==> config.mk <==
export PLATFORM = sky130hd
export DESIGN_NAME = bcsc_top
export DESIGN_NICKNAME = d
export VERILOG_FILES = /design/src/logic/bcsc_pkg.sv /design/src/logic/bcsc_timer.sv /design/src/logic/bcsc_ilim.sv /design/src/logic/bcsc_top.sv
export SDC_FILE = /design/constraint.sdc
export NUM_CORES = 1
export LEC_CHECK = 0
export BUFFER_PORTS_ARGS = -buffer_cell sky130_fd_sc_hd__buf_4
export CAP_MARGIN = 20
export CORE_MARGIN = 4
export CORE_UTILIZATION = 45
export CTS_CLUSTER_DIAMETER = 30
export DETAILED_ROUTE_END_ITERATION = 10
export GPL_TIMING_DRIVEN = 0
export SKIP_CTS_REPAIR_TIMING = 1
export SLEW_MARGIN = 20
export SYNTH_ARGS = -nofsm -noshare
export SYNTH_HDL_FRONTEND = slang
export SYNTH_HIERARCHICAL = 1
export SYNTH_SLANG_ARGS = --single-unit
==> constraint.sdc <==
create_clock -name clk -period 8 [get_ports clk]
set_clock_uncertainty 0.2 [all_clocks]
set_input_delay 0.8 -clock clk [delete_from_list [all_inputs] [get_ports clk]]
set_output_delay 0.8 -clock clk [all_outputs]
set_load 0.005 [all_outputs]
==> src/logic/bcsc_pkg.sv <==
// Constants, state codes and shared arithmetic for the charge state control.
// Assumes a 100 MHz clock; all currents are carried as 12-bit mA values.
package bcsc_pkg;
  localparam int CLK_PERIOD_NS    = 10;
  localparam int TICK_PERIOD_NS   = 1_000_000_000;
  localparam int TICK_CYCLES      = TICK_PERIOD_NS / CLK_PERIOD_NS;
  localparam int AICL_STEP_NS     = 1_000_000;
  localparam int AICL_STEP_CYCLES = AICL_STEP_NS / CLK_PERIOD_NS;

  localparam int               MA_W  = 12;
  localparam int               TMR_W = 16;
  // Safety timer limits in one-second ticks
  localparam logic [TMR_W-1:0] PQ_TIME_S = 16'h0708;
  localparam logic [TMR_W-1:0] FC_TIME_S = 16'h5460;

  localparam logic [MA_W-1:0] ILIM_DEFAULT_MA = 12'hBB8;
  localparam logic [MA_W-1:0] ILIM_CUTOFF_MA  = 12'h032;
  localparam logic [MA_W-1:0] ILIM_STEP_MA    = 12'h019;
  localparam logic [MA_W-1:0] PRECHG_MA       = 12'h037;
  localparam logic [MA_W-1:0] TRICKLE_MA      = 12'h12C;
  localparam logic [MA_W-1:0] FC_RESET_MA     = 12'h3E8;
  localparam logic [MA_W-1:0] FOLD_STEP_MA    = 12'h019;

  localparam int             ADDR_W      = 4;
  localparam logic [3:0]     CTRL_ADDR   = 4'h0;
  localparam logic [3:0]     STATUS_ADDR = 4'h4;
  localparam logic [3:0]     ILIM_ADDR   = 4'h8;
  localparam int             ST_INOFF_BIT   = 8;
  localparam int             ST_REDUCED_BIT = 9;
  localparam int             ST_INOK_BIT    = 10;

  typedef enum logic [7:0] {
    ST_INIT    = 8'h01,
    ST_INHIBIT = 8'h02,
    ST_PRECHG  = 8'h04,
    ST_TRICKLE = 8'h08,
    ST_FASTCC  = 8'h10,
    ST_FASTCV  = 8'h20,
    ST_TFAULT  = 8'h40,
    ST_THERMAL_SHUTDOWN_THRESHOLD   = 8'h80
  } bcsc_state_t;

  function automatic logic [MA_W-1:0] satSub(input logic [MA_W-1:0] a,
                                             input logic [MA_W-1:0] b);
    satSub = (a > b) ? a - b : '0;
  endfunction : satSub

  function automatic logic [MA_W-1:0] minMa(input logic [MA_W-1:0] a,
                                            input logic [MA_W-1:0] b);
    minMa = (a < b) ? a : b;
  endfunction : minMa
endpackage : bcsc_pkg

==> src/logic/bcsc_timer.sv <==
// Safety timer: prescaled one-second ticks counted against a limit.
// Assumes clear and run come from registered state in the same clock domain.
`timescale 1ns/10ps
`default_nettype none
module bcsc_timer
  import bcsc_pkg::*;
#(
  parameter int TICK_N = TICK_CYCLES
) (
  input  wire logic             clk,
  input  wire logic             rstn,
  input  wire logic             clear,
  input  wire logic             run,
  input  wire logic [TMR_W-1:0] limit,
  output logic                  expired
);
  localparam int DW = $clog2(TICK_N + 1);

  logic [DW-1:0]    divCnt_ff;
  logic [TMR_W-1:0] secCnt_ff;
  logic             expired_ff;
  wire              tickNow = (divCnt_ff == DW'(TICK_N - 1));

  always_ff @(posedge clk or negedge rstn) begin
    if (!rstn) begin
      divCnt_ff  <= '0;
      secCnt_ff  <= '0;
      expired_ff <= 1'b0;
    end else if (clear || !run) begin
      divCnt_ff  <= '0;
      secCnt_ff  <= '0;
      expired_ff <= 1'b0;
    end else begin
      divCnt_ff  <= tickNow ? '0 : divCnt_ff + 1'b1;
      if (tickNow && secCnt_ff != '1) secCnt_ff <= secCnt_ff + 1'b1;
      expired_ff <= (secCnt_ff >= limit);
    end
  end
  assign expired = expired_ff;
endmodule : bcsc_timer
`default_nettype wire

==> src/logic/bcsc_ilim.sv <==
// Input current limit: source-based setting plus input-voltage regulation.
// Assumes comparator inputs are synchronous; also supplies the step tick.
`timescale 1ns/10ps
`default_nettype none
module bcsc_ilim
  import bcsc_pkg::*;
#(
  parameter int STEP_N = AICL_STEP_CYCLES
) (
  input  wire logic            clk,
  input  wire logic            rstn,
  input  wire logic            chgValid,
  input  wire logic            detectDone,
  input  wire logic            srcKnown,
  input  wire logic [MA_W-1:0] srcLimitMa,
  input  wire logic            vinBelowReg,
  output logic      [MA_W-1:0] limitMa,
  output logic                 inputOn,
  output logic                 stepTick
);
  localparam int DW = $clog2(STEP_N + 1);

  logic [DW-1:0]   divCnt_ff;
  logic            tick_ff;
  logic            detDone_ff;
  logic [MA_W-1:0] limit_ff;
  logic            cut_ff;
  logic            inputOn_ff;

  wire [MA_W-1:0] baseMa  = srcKnown ? srcLimitMa : ILIM_DEFAULT_MA;
  wire            detEdge = detectDone && !detDone_ff;
  wire            atFloor = (limit_ff <= ILIM_CUTOFF_MA);
  wire [MA_W-1:0] downMa  = satSub(limit_ff, ILIM_STEP_MA);
  wire [MA_W-1:0] upMa    = minMa(baseMa, limit_ff + ILIM_STEP_MA);
  // Lowering never passes the cutoff, so the cut decision sees the floor
  wire [MA_W-1:0] nxt_limit = !chgValid ? ILIM_DEFAULT_MA :
                              detEdge ? baseMa :
                              (tick_ff && vinBelowReg && !atFloor) ?
                                ((downMa < ILIM_CUTOFF_MA) ? ILIM_CUTOFF_MA : downMa) :
                              (tick_ff && !vinBelowReg && limit_ff < baseMa) ? upMa :
                              limit_ff;
  // Cut latches until the input goes away and returns
  wire nxt_cut = chgValid && (cut_ff || (tick_ff && vinBelowReg && atFloor));

  always_ff @(posedge clk or negedge rstn) begin
    if (!rstn) begin
      divCnt_ff  <= '0;
      tick_ff    <= 1'b0;
      detDone_ff <= 1'b0;
      limit_ff   <= ILIM_DEFAULT_MA;
      cut_ff     <= 1'b0;
      inputOn_ff <= 1'b0;
    end else begin
      divCnt_ff  <= (divCnt_ff == DW'(STEP_N - 1)) ? '0 : divCnt_ff + 1'b1;
      tick_ff    <= (divCnt_ff == DW'(STEP_N - 1));
      detDone_ff <= detectDone;
      limit_ff   <= nxt_limit;
      cut_ff     <= nxt_cut;
      inputOn_ff <= chgValid && !nxt_cut;
    end
  end
  assign limitMa  = limit_ff;
  assign inputOn  = inputOn_ff;
  assign stepTick = tick_ff;
endmodule : bcsc_ilim
`default_nettype wire

==> src/logic/bcsc_top.sv <==
// Charge state control: input limit, charge state machine, safety timers.
// Assumes synchronous comparator levels and a plain register port master.
//
// Decided for this implementation: the address map and the plain strobed port.
`timescale 1ns/10ps
`default_nettype none
module bcsc_top
  import bcsc_pkg::*;
#(
  parameter int               TICK_N     = TICK_CYCLES,
  parameter int               STEP_N     = AICL_STEP_CYCLES,
  parameter logic [TMR_W-1:0] PQ_LIMIT_S = PQ_TIME_S,
  parameter logic [TMR_W-1:0] FC_LIMIT_S = FC_TIME_S
) (
  input  wire logic              clk,
  input  wire logic              rstn,
  input  wire logic [ADDR_W-1:0] addr,
  input  wire logic [31:0]       wdata,
  input  wire logic              wr,
  input  wire logic              rd,
  output logic      [31:0]       rdata,
  input  wire logic              chgValid,
  input  wire logic              switcherStarted,
  input  wire logic              timerSuspend,
  input  wire logic              detectDone,
  input  wire logic              srcKnown,
  input  wire logic [MA_W-1:0]   srcLimitMa,
  input  wire logic              vinBelowReg,
  input  wire logic              inhibitPinHigh,
  input  wire logic              supplementMode,
  input  wire logic              vbatAbovePrechg,
  input  wire logic              vbatAboveTrickle,
  input  wire logic              vbatAboveReg,
  input  wire logic              dieAboveReg,
  input  wire logic              dieAboveShdn,
  output logic                   inputOkN,
  output logic                   inputSwitchOn,
  output logic      [MA_W-1:0]   inputLimitMa,
  output logic      [MA_W-1:0]   chargeMa,
  output logic                   batterySwitchOn,
  output logic                   chargerOn,
  output logic                   statusOut,
  output logic                   statusOe,
  output logic      [7:0]        chargeState
);
  bcsc_state_t     state_ff;
  bcsc_state_t     nxt_state;
  logic [1:0]      grpPrev_ff;
  logic [MA_W-1:0] fcCfg_ff;
  logic [MA_W-1:0] fold_ff;
  logic [MA_W-1:0] chargeMa_ff;
  logic            inputOkN_ff;
  logic            batSw_ff;
  logic            chgOn_ff;
  logic            statOe_ff;
  logic [31:0]     rdata_ff;
  logic            stepTick;
  logic            timerRaw;

  // Timed groups: 1 prequalification, 2 fast charge
  function automatic logic [1:0] stGroup(input bcsc_state_t s);
    stGroup = (s == ST_PRECHG || s == ST_TRICKLE) ? 2'h1 :
              (s == ST_FASTCC || s == ST_FASTCV)  ? 2'h2 : 2'h0;
  endfunction : stGroup

  // Entry point chosen from battery level alone
  function automatic bcsc_state_t qualify(input logic aboveP, input logic aboveT,
                                          input logic aboveR);
    qualify = !aboveP ? ST_PRECHG : !aboveT ? ST_TRICKLE :
              !aboveR ? ST_FASTCC : ST_FASTCV;
  endfunction : qualify

  wire [1:0] curGrp     = stGroup(state_ff);
  wire       timerClear = (state_ff == ST_INIT) || (curGrp != grpPrev_ff);
  // Expiry left over from the group just left must not fault the new one
  wire       timerExpired = timerRaw && !timerClear;
  wire [TMR_W-1:0] timerLimit = (curGrp == 2'h1) ? PQ_LIMIT_S : FC_LIMIT_S;
  wire       goInit     = !chgValid || timerSuspend;
  wire       goInhibit  = chgValid && !inhibitPinHigh;
  wire       resumeSt   = inhibitPinHigh;
  wire bcsc_state_t entrySt = qualify(vbatAbovePrechg, vbatAboveTrickle, vbatAboveReg);

  bcsc_ilim #(
    .STEP_N (STEP_N)
  ) u_ilim (
    .clk         (clk),
    .rstn        (rstn),
    .chgValid    (chgValid),
    .detectDone  (detectDone),
    .srcKnown    (srcKnown),
    .srcLimitMa  (srcLimitMa),
    .vinBelowReg (vinBelowReg),
    .limitMa     (inputLimitMa),
    .inputOn     (inputSwitchOn),
    .stepTick    (stepTick)
  );

  bcsc_timer #(
    .TICK_N (TICK_N)
  ) u_timer (
    .clk     (clk),
    .rstn    (rstn),
    .clear   (timerClear),
    .run     (curGrp != 2'h0),
    .limit   (timerLimit),
    .expired (timerRaw)
  );

  always_comb begin
    nxt_state = state_ff;
    if (dieAboveShdn) begin
      nxt_state = ST_THERMAL_SHUTDOWN_THRESHOLD;
    end else if (state_ff == ST_THERMAL_SHUTDOWN_THRESHOLD) begin
      nxt_state = ST_INIT;
    end else if (goInit) begin
      nxt_state = ST_INIT;
    end else if (goInhibit) begin
      nxt_state = ST_INHIBIT;
    end else begin
      unique case (state_ff)
        ST_INIT:    nxt_state = entrySt;
        ST_INHIBIT: nxt_state = resumeSt ? entrySt : ST_INHIBIT;
        ST_PRECHG: begin
          if (timerExpired) nxt_state = ST_TFAULT;
          else if (vbatAbovePrechg) nxt_state = ST_TRICKLE;
        end
        ST_TRICKLE: begin
          if (timerExpired) nxt_state = ST_TFAULT;
          else if (!vbatAbovePrechg) nxt_state = ST_PRECHG;
          else if (vbatAboveTrickle) nxt_state = ST_FASTCC;
        end
        ST_FASTCC: begin
          if (timerExpired) nxt_state = ST_TFAULT;
          else if (!vbatAbovePrechg) nxt_state = ST_PRECHG;
          else if (vbatAboveReg) nxt_state = ST_FASTCV;
        end
        ST_FASTCV:  nxt_state = timerExpired ? ST_TFAULT : ST_FASTCV;
        ST_TFAULT:  nxt_state = ST_TFAULT;
        ST_THERMAL_SHUTDOWN_THRESHOLD:   nxt_state = ST_INIT;
      endcase
    end
  end

  // Foldback grows while hot in ST_FASTCC only, holds while hot elsewhere, relaxes once cool
  wire [MA_W-1:0] nxt_fold =
    !stepTick ? fold_ff :
    (dieAboveReg && state_ff == ST_FASTCC) ? minMa(fcCfg_ff, fold_ff + FOLD_STEP_MA) :
    dieAboveReg ? fold_ff : satSub(fold_ff, FOLD_STEP_MA);
  wire [MA_W-1:0] fastMa = satSub(fcCfg_ff, fold_ff);
  // Target is capped by the input limit in trickle and fast charge; precharge current is not
  wire [MA_W-1:0] targetMa =
    (state_ff == ST_PRECHG)  ? PRECHG_MA :
    (state_ff == ST_TRICKLE) ? minMa(TRICKLE_MA, inputLimitMa) :
    (state_ff == ST_FASTCC || state_ff == ST_FASTCV) ?
      minMa(fastMa, inputLimitMa) : '0;
  wire charging   = (curGrp != 2'h0);
  wire nxt_batSw  = charging || (state_ff == ST_INIT) ||
                    (state_ff == ST_INHIBIT && supplementMode);
  wire reduced    = vinBelowReg || dieAboveReg || (inputLimitMa < ILIM_DEFAULT_MA);
  wire ctrlWr     = wr && (addr == CTRL_ADDR);
  wire [31:0] statusWord = {21'h00000, !inputOkN_ff, reduced, !inputSwitchOn, state_ff};
  wire [31:0] readMux =
    (addr == CTRL_ADDR)   ? {20'h00000, fcCfg_ff} :
    (addr == STATUS_ADDR) ? statusWord :
    (addr == ILIM_ADDR)   ? {20'h00000, inputLimitMa} : 32'h00000000;

  always_ff @(posedge clk or negedge rstn) begin
    if (!rstn) begin
      state_ff    <= ST_INIT;
      grpPrev_ff  <= 2'h0;
      fcCfg_ff    <= FC_RESET_MA;
      fold_ff     <= '0;
      chargeMa_ff <= '0;
      inputOkN_ff <= 1'b1;
      batSw_ff    <= 1'b0;
      chgOn_ff    <= 1'b0;
      statOe_ff   <= 1'b0;
      rdata_ff    <= 32'h00000000;
    end else begin
      state_ff    <= nxt_state;
      grpPrev_ff  <= curGrp;
      fold_ff     <= nxt_fold;
      chargeMa_ff <= targetMa;
      inputOkN_ff <= !(switcherStarted && chgValid);
      batSw_ff    <= nxt_batSw;
      chgOn_ff    <= charging;
      statOe_ff   <= charging;
      rdata_ff    <= rd ? readMux : 32'h00000000;
      if (ctrlWr) fcCfg_ff <= wdata[MA_W-1:0];
    end
  end

  assign rdata           = rdata_ff;
  assign inputOkN        = inputOkN_ff;
  assign chargeMa        = chargeMa_ff;
  assign batterySwitchOn = batSw_ff;
  assign chargerOn       = chgOn_ff;
  assign statusOut       = 1'b0;
  assign statusOe        = statOe_ff;
  assign chargeState     = state_ff;
endmodule : bcsc_top
`default_nettype wire

==> run metrics, run 1 <==
Max Cap Violations=0; DR pass1 iterations=5; critical path class=flop to flop; Initial Utilization=0.4635; measured slew at the worst slew-check pin=1.130 ns; Root Buffer Master=clkbuf_16; RSZ-0062 raised after global routing=no; commonest cells in the netlist=dfrtp_1, nor2_1, inv_1; antenna viol nets, final=0; Leak=5.714 nW; Die ar.=0.02613 sq mm; Final Max Slew Viols=0; post-synth top area cell=dfrtp_1; largest net degree at the start of global routing=90; library cells used by synthesis=102; most frequent CP cell=ha_1; period utilisation layout=0.6288; sequential area share after synthesis=0.3269; Syn-to-layout area delta=17.28%; Crit. End Element=flop; drt total wl=29490 microns; via count=9286; HPWL reported at the end of detailed placement=22460 microns; Critical Path RT=8.04 ns; ANT cells=0; Yosys top cell area share=0.2898; core area=0.02292 sq mm; Yosys Warn Count=6; gr ovfl total=0; syn_area_per_cell=8.859 sq um; CTS tree=done; Worst path slowest cell=a2111oi_1; CTS sink cnt=138; Worst-path clk slew=0.07 ns; outcome=finished, final reports clean; number of flops mapped to enable cells by yosys=0; layout cells sized above 1=0.1849; # IOs=135; Overall Global Routing Usage=0.2264; Die X-Extent=161.6 microns; top_reg_cell synth=dfrtp_1; minimum period implied by the final worst setup slack=5.031 ns; maximum vdd drop=137.0 uV; Worst Hold Class=primary input to async pin; WP data arrival=5.08 ns; relative slew slack=0.2344; P per Cell Area=179.7 mW/mm^2; final setup violation count=0; global-route wire length before repair=47870 microns; cells along the critical path=clkbuf_1, inv_1, ha_1, nand2_1, o31ai_2, a31oi_1, a31o_2, buf_2, nor3b_1, ha_1, nand4_1, a2111oi_1, a221oi_1, o21ai_0, a31oi_2, buf_6, o311ai_0; htree depth=4; asr flop ratio synth=1.000; final routed DRC violation total=0; Synth Instances=1199; fillers=2162; Die Y=161.6 microns; Power, Total=2.238 mW; Layout Nets=1488; PortBufs=92; Hold Vio Cnt, Final=0; top cells by area, synth=dfrtp_1, ha_1, xnor2_1; Clock Latency Late Sink=0.43 ns; setup TNS=0 ns; vias per cell=5.577; synthesized area=0.01062 sq mm; number of global-route vias before repair=9009; worst-path maximum fanout=10; slowest stage delay, CP=0.53 ns; initial antenna violation count=0; TritonCTS buffer count=17; Starting DRT DRC Count=700; f_max=198.8 MHz; Wirelength per Cell=17.71 microns; hold_ws=0.06443 ns; final RePlAce weighted congestion=0.8776; row cnt=55; CP Launch Type=flop; count of state elements after synthesis=138; CTS Buffer Depth=2
flip-flops by register name, indices dropped and copies added, names as in the netlist, 2 cells and up:
register / flops
chargeMa: 12
u_timer/divCnt_ff: 27
fold_ff: 12
u_timer/secCnt_ff: 16
fcCfg_ff: 12
u_ilim/divCnt_ff: 17
u_ilim/limitMa: 12
chargeState: 8
grpPrev_ff: 2
rdata: 12
cells by family after synthesis:
logic type / synth area share
simple gates: 0.2279
compound gates: 0.1771
buf+inv: 0.06891
flops: 0.3269
xor+xnor: 0.07092
fa+ha+maj: 0.09966
mux: 0.02792
other cells: 0.0007071
power by group:
part	internal, mW	total, mW	switching [mW]
Clock	0.499	0.843	0.343
Sequential	0.735	0.804	0.0689
Combinational	0.258	0.592	0.334
Total	1.49	2.24	0.746
worst max-delay path: cells and delay by family (launching register included):
kind | cells | cell delay [ns]
buffers and inverters | 4 | 0.84
DFF | 1 | 0.32
AOI/OAI and AO/OA | 8 | 2.22
and+or+nand+nor | 3 | 0.59
adders and majority gates | 2 | 0.66
cell usage in the layout, fill, tap and decap left out, drive strengths merged, types with 29 or more instances in the layout:
| cell type | count |
|---|---|
| a21oi | 49 |
| buf | 138 |
| clkbuf | 38 |
| conb | 30 |
| dfrtp | 123 |
| ha | 83 |
| inv | 96 |
| nand2 | 79 |
| nand3 | 47 |
| nand4 | 32 |
| nor2 | 125 |
| nor3 | 29 |
| o21ai | 73 |
| xnor2 | 54 |
| xor2 | 32 |
area by class of cell:
cell class,instances,area [sq um],share of cell area
multi-input combinational,934,6523,0.5236
sequential,138,3472,0.2787
timing repair buffer,93,725.7,0.05826
clock buffer,18,429.2,0.03445
buffer,65,392.9,0.03154
tap,313,391.6,0.03144
inverter,90,339.1,0.02722
clock inverter,14,183.9,0.01476
layer usage:
metal / vias to the layer above / wire (microns) / track usage
met3: 38 / 1573 / 0.04032
met5: - / 0 / 0
met2: 262 / 13350 / 0.3552
met1: 4421 / 13930 / 0.3228
met4: 0 / 637 / 0.06344
li1: 4565 / - / -
worst paths after layout:
path | startpoint | endpoint | slack (ns) | depth (start not counted)
worst max-delay path | fold_ff[5]$_DFFE_PN0P_ | chargeMa[3]$_DFF_PN0_ | 2.97 | 17
worst min-delay path | rstn | u_timer/secCnt_ff[6]$_DFFE_PN0P_ | 0.06 | 1
worst max register to register | fold_ff[5]$_DFFE_PN0P_ | chargeMa[3]$_DFF_PN0_ | 2.97 | 17
worst min register to register | u_ilim/cut_ff$_DFF_PN0_ | u_ilim/inputOn$_DFF_PN0_ | 0.23 | 1
max in group asynchronous | rstn | fcCfg_ff[5]$_DFFE_PN1P_ | 6.73 | 2
min in group clk | u_ilim/cut_ff$_DFF_PN0_ | u_ilim/inputOn$_DFF_PN0_ | 0.23 | 1
through the flow:
stage	instance area, sq um	worst slack [ns]	util	cells
2_1_floorplan	10730	3.902	-	1227
3_3_place_gp	11810	3.223	0.5153	1632
3_5_place_dp	11840	3.151	0.5168	1633
4_1_cts	12460	3.119	0.5436	1665
5_1_grt	12460	2.687	0.5436	1665
6_report	12460	2.969	0.5436	1665
Note: power is estimated with default switching activity, not from simulation.
==> inputs of run 2 (changes only) <==
--- a/config.mk
+++ b/config.mk
@@ -12,6 +12,7 @@
 export CTS_CLUSTER_DIAMETER = 30
 export DETAILED_ROUTE_END_ITERATION = 10
 export GPL_TIMING_DRIVEN = 0
+export PLACE_DENSITY = 0.67
 export SKIP_CTS_REPAIR_TIMING = 1
 export SLEW_MARGIN = 20
 export SYNTH_ARGS = -nofsm -noshare
==> constraint.sdc (replaced) <==
create_clock -name clk -period 4.3 [get_ports clk]
set_clock_uncertainty 0.2 [all_clocks]
set_input_delay 0.43 -clock clk [delete_from_list [all_inputs] [get_ports clk]]
set_output_delay 0.43 -clock clk [all_outputs]
set_load 0.005 [all_outputs]
==> run 2 against run 1 <==
  * The run now ends with negative setup slack left
  * Die area is the same
  * Non-clock buffer count grew 16
  * Count of clock-buffer cells in the layout shrank 1
  * Fmax grew 17%
  * Global-route usage is essentially flat
  * Core utilization grew 1.4 points
  * Combinational power grew 110%
  * Total power grew 94%
  * Wire length grew 1.5%
  * First-iteration DRC count grew 16%
  * Critical endpoint is now chargeMa[0]$_DFF_PN0_
  * Largest cell class unchanged
  * Highest routed layer unchanged
==> run metrics, run 2 (synthesis gave the netlist of run 1 again) <==
final setup violation count=1; Crit. End Element=flop; antenna viol nets, final=0; TritonCTS buffer count=17; HPWL reported at the end of detailed placement=22140 microns; Initial Utilization=0.4635; CTS tree=done; minimum period implied by the final worst setup slack=4.301 ns; maximum vdd drop=189.0 uV; via count=9655; Layout Nets=1504; dpl cells=1633; Critical Path RT=4.40 ns; Starting DRT DRC Count=809; worst-path maximum fanout=5; Die Y=161.6 microns; largest net degree at the start of global routing=86; Max Cap Violations=0; htree depth=4; Placed Area=0.01184 sq mm; row cnt=55; global-route wire length before repair=48090 microns; number of global-route vias before repair=9150; ANT cells=0; Power, Total=4.332 mW; post-route cell area=0.01278 sq mm; Syn-to-layout area delta=20.36%; failing checks=negative setup slack; WP data arrival=4.40 ns; DR pass1 iterations=6; measured slew at the worst slew-check pin=0.9927 ns; final routed DRC violation total=0; critical path class=flop to flop; initial antenna violation count=0; Final WS setup=-0.0006910 ns; cells along the critical path=inv_2, ha_4, inv_2, fa_2, a211oi_4, o31ai_4, a31oi_2, a31o_2, clkbuf_4, nor3b_2, ha_1, nand4_1, a2111oi_4, a221oi_2, o21ai_1, a31oi_2, buf_4, and2_4, a221o_1; buffers plus inverters on the worst setup path=4; commonest non-fill, non-tap cell in the layout=buf_4; relative slew slack=0.3277; max FFs per register=27; vias per cell=5.744; final RePlAce weighted congestion=0.9282; fillers=2103; Clock Latency Late Sink=0.43 ns; layout cells sized above 1=0.2149; Leak=5.826 nW; commonest cells after routing, fill and taps aside=buf_4, nor2_1, dfrtp_1, inv_1, ha_1; period utilisation layout=1.000; Regs by FF count=u_timer/divCnt_ff: 27 flops, u_ilim/divCnt_ff: 17 flops, u_timer/secCnt_ff: 16 flops; number of non-filler instances in the completed layout=1681; cell family with most CP delay=compound AO/OA/AOI/OAI gates; Worst-path clk slew=0.07 ns; Overall Global Routing Usage=0.2268; Die ar.=0.02613 sq mm; CP Launch Type=flop; Final Max Slew Viols=0; CTS Buffer Depth=2; Worst path slowest cell=dfrtp_1; Hold Vio Cnt, Final=0; hold_ws=0.02631 ns; # IOs=135; f_max=232.5 MHz; Layout Utilization=0.5578; Root Buffer Master=clkbuf_16; core area=0.02292 sq mm; Worst Hold Class=primary input to flop; gr ovfl total=0; RSZ-0062 raised after global routing=yes; Die X-Extent=161.6 microns; drt total wl=29930 microns; outcome=finished, violations left; pre-CTS setup slack=-0.4889 ns; setup TNS=-0.0006910 ns; slowest stage delay, CP=0.43 ns; CTS sink cnt=138; P per Cell Area=338.8 mW/mm^2; Top reg by flops=u_timer/divCnt_ff; Wirelength per Cell=17.81 microns; PortBufs=92
-- run 2: cell type report --
| class | instances | area, sq um | area share |
|---|---|---|---|
| Multi-Input combinational cell | 934 | 6661 | 0.5211 |
| Sequential cell | 138 | 3482 | 0.2724 |
| Timing Repair Buffer | 112 | 887.1 | 0.06939 |
| Clock buffer | 17 | 425.4 | 0.03328 |
| Tap cell | 313 | 391.6 | 0.03064 |
| Buffer | 62 | 390.4 | 0.03054 |
| Inverter | 90 | 339.1 | 0.02652 |
| Clock inverter | 15 | 206.4 | 0.01615 |
-- run 2: worst paths after layout --
| path | start | endpoint | slack (ns) | depth (start not counted) |
|---|---|---|---|---|
| min reg2reg | u_ilim/cut_ff$_DFF_PN0_ | u_ilim/inputOn$_DFF_PN0_ | 0.24 | 1 |
| max reg2reg | fcCfg_ff[0]$_DFFE_PN0P_ | chargeMa[0]$_DFF_PN0_ | -0.0007 | 19 |
| max in group asynchronous | rstn | fcCfg_ff[5]$_DFFE_PN1P_ | 2.81 | 3 |
| min | wdata[1] | fcCfg_ff[1]$_DFFE_PN0P_ | 0.03 | 2 |
| max | fcCfg_ff[0]$_DFFE_PN0P_ | chargeMa[0]$_DFF_PN0_ | -0.0007 | 19 |
| min in group asynchronous | rstn | u_timer/secCnt_ff[4]$_DFFE_PN0P_ | 0.30 | 2 |
-- run 2: report_power, final --
part	switching [mW]	total (mW)	leakage [nW]	internal [mW]
combinational	0.675	1.23	3.71	0.555
sequential	0.129	1.50	1.81	1.37
clock	0.665	1.60	0.308	0.940
total	1.47	4.33	5.83	2.86
-- run 2: metal layers --
metal / share of wire / global-route usage
met4: 0.019 / 0.06190
met5: 0 / 0
met2: 0.47 / 0.3565
met3: 0.063 / 0.04108
met1: 0.45 / 0.3232
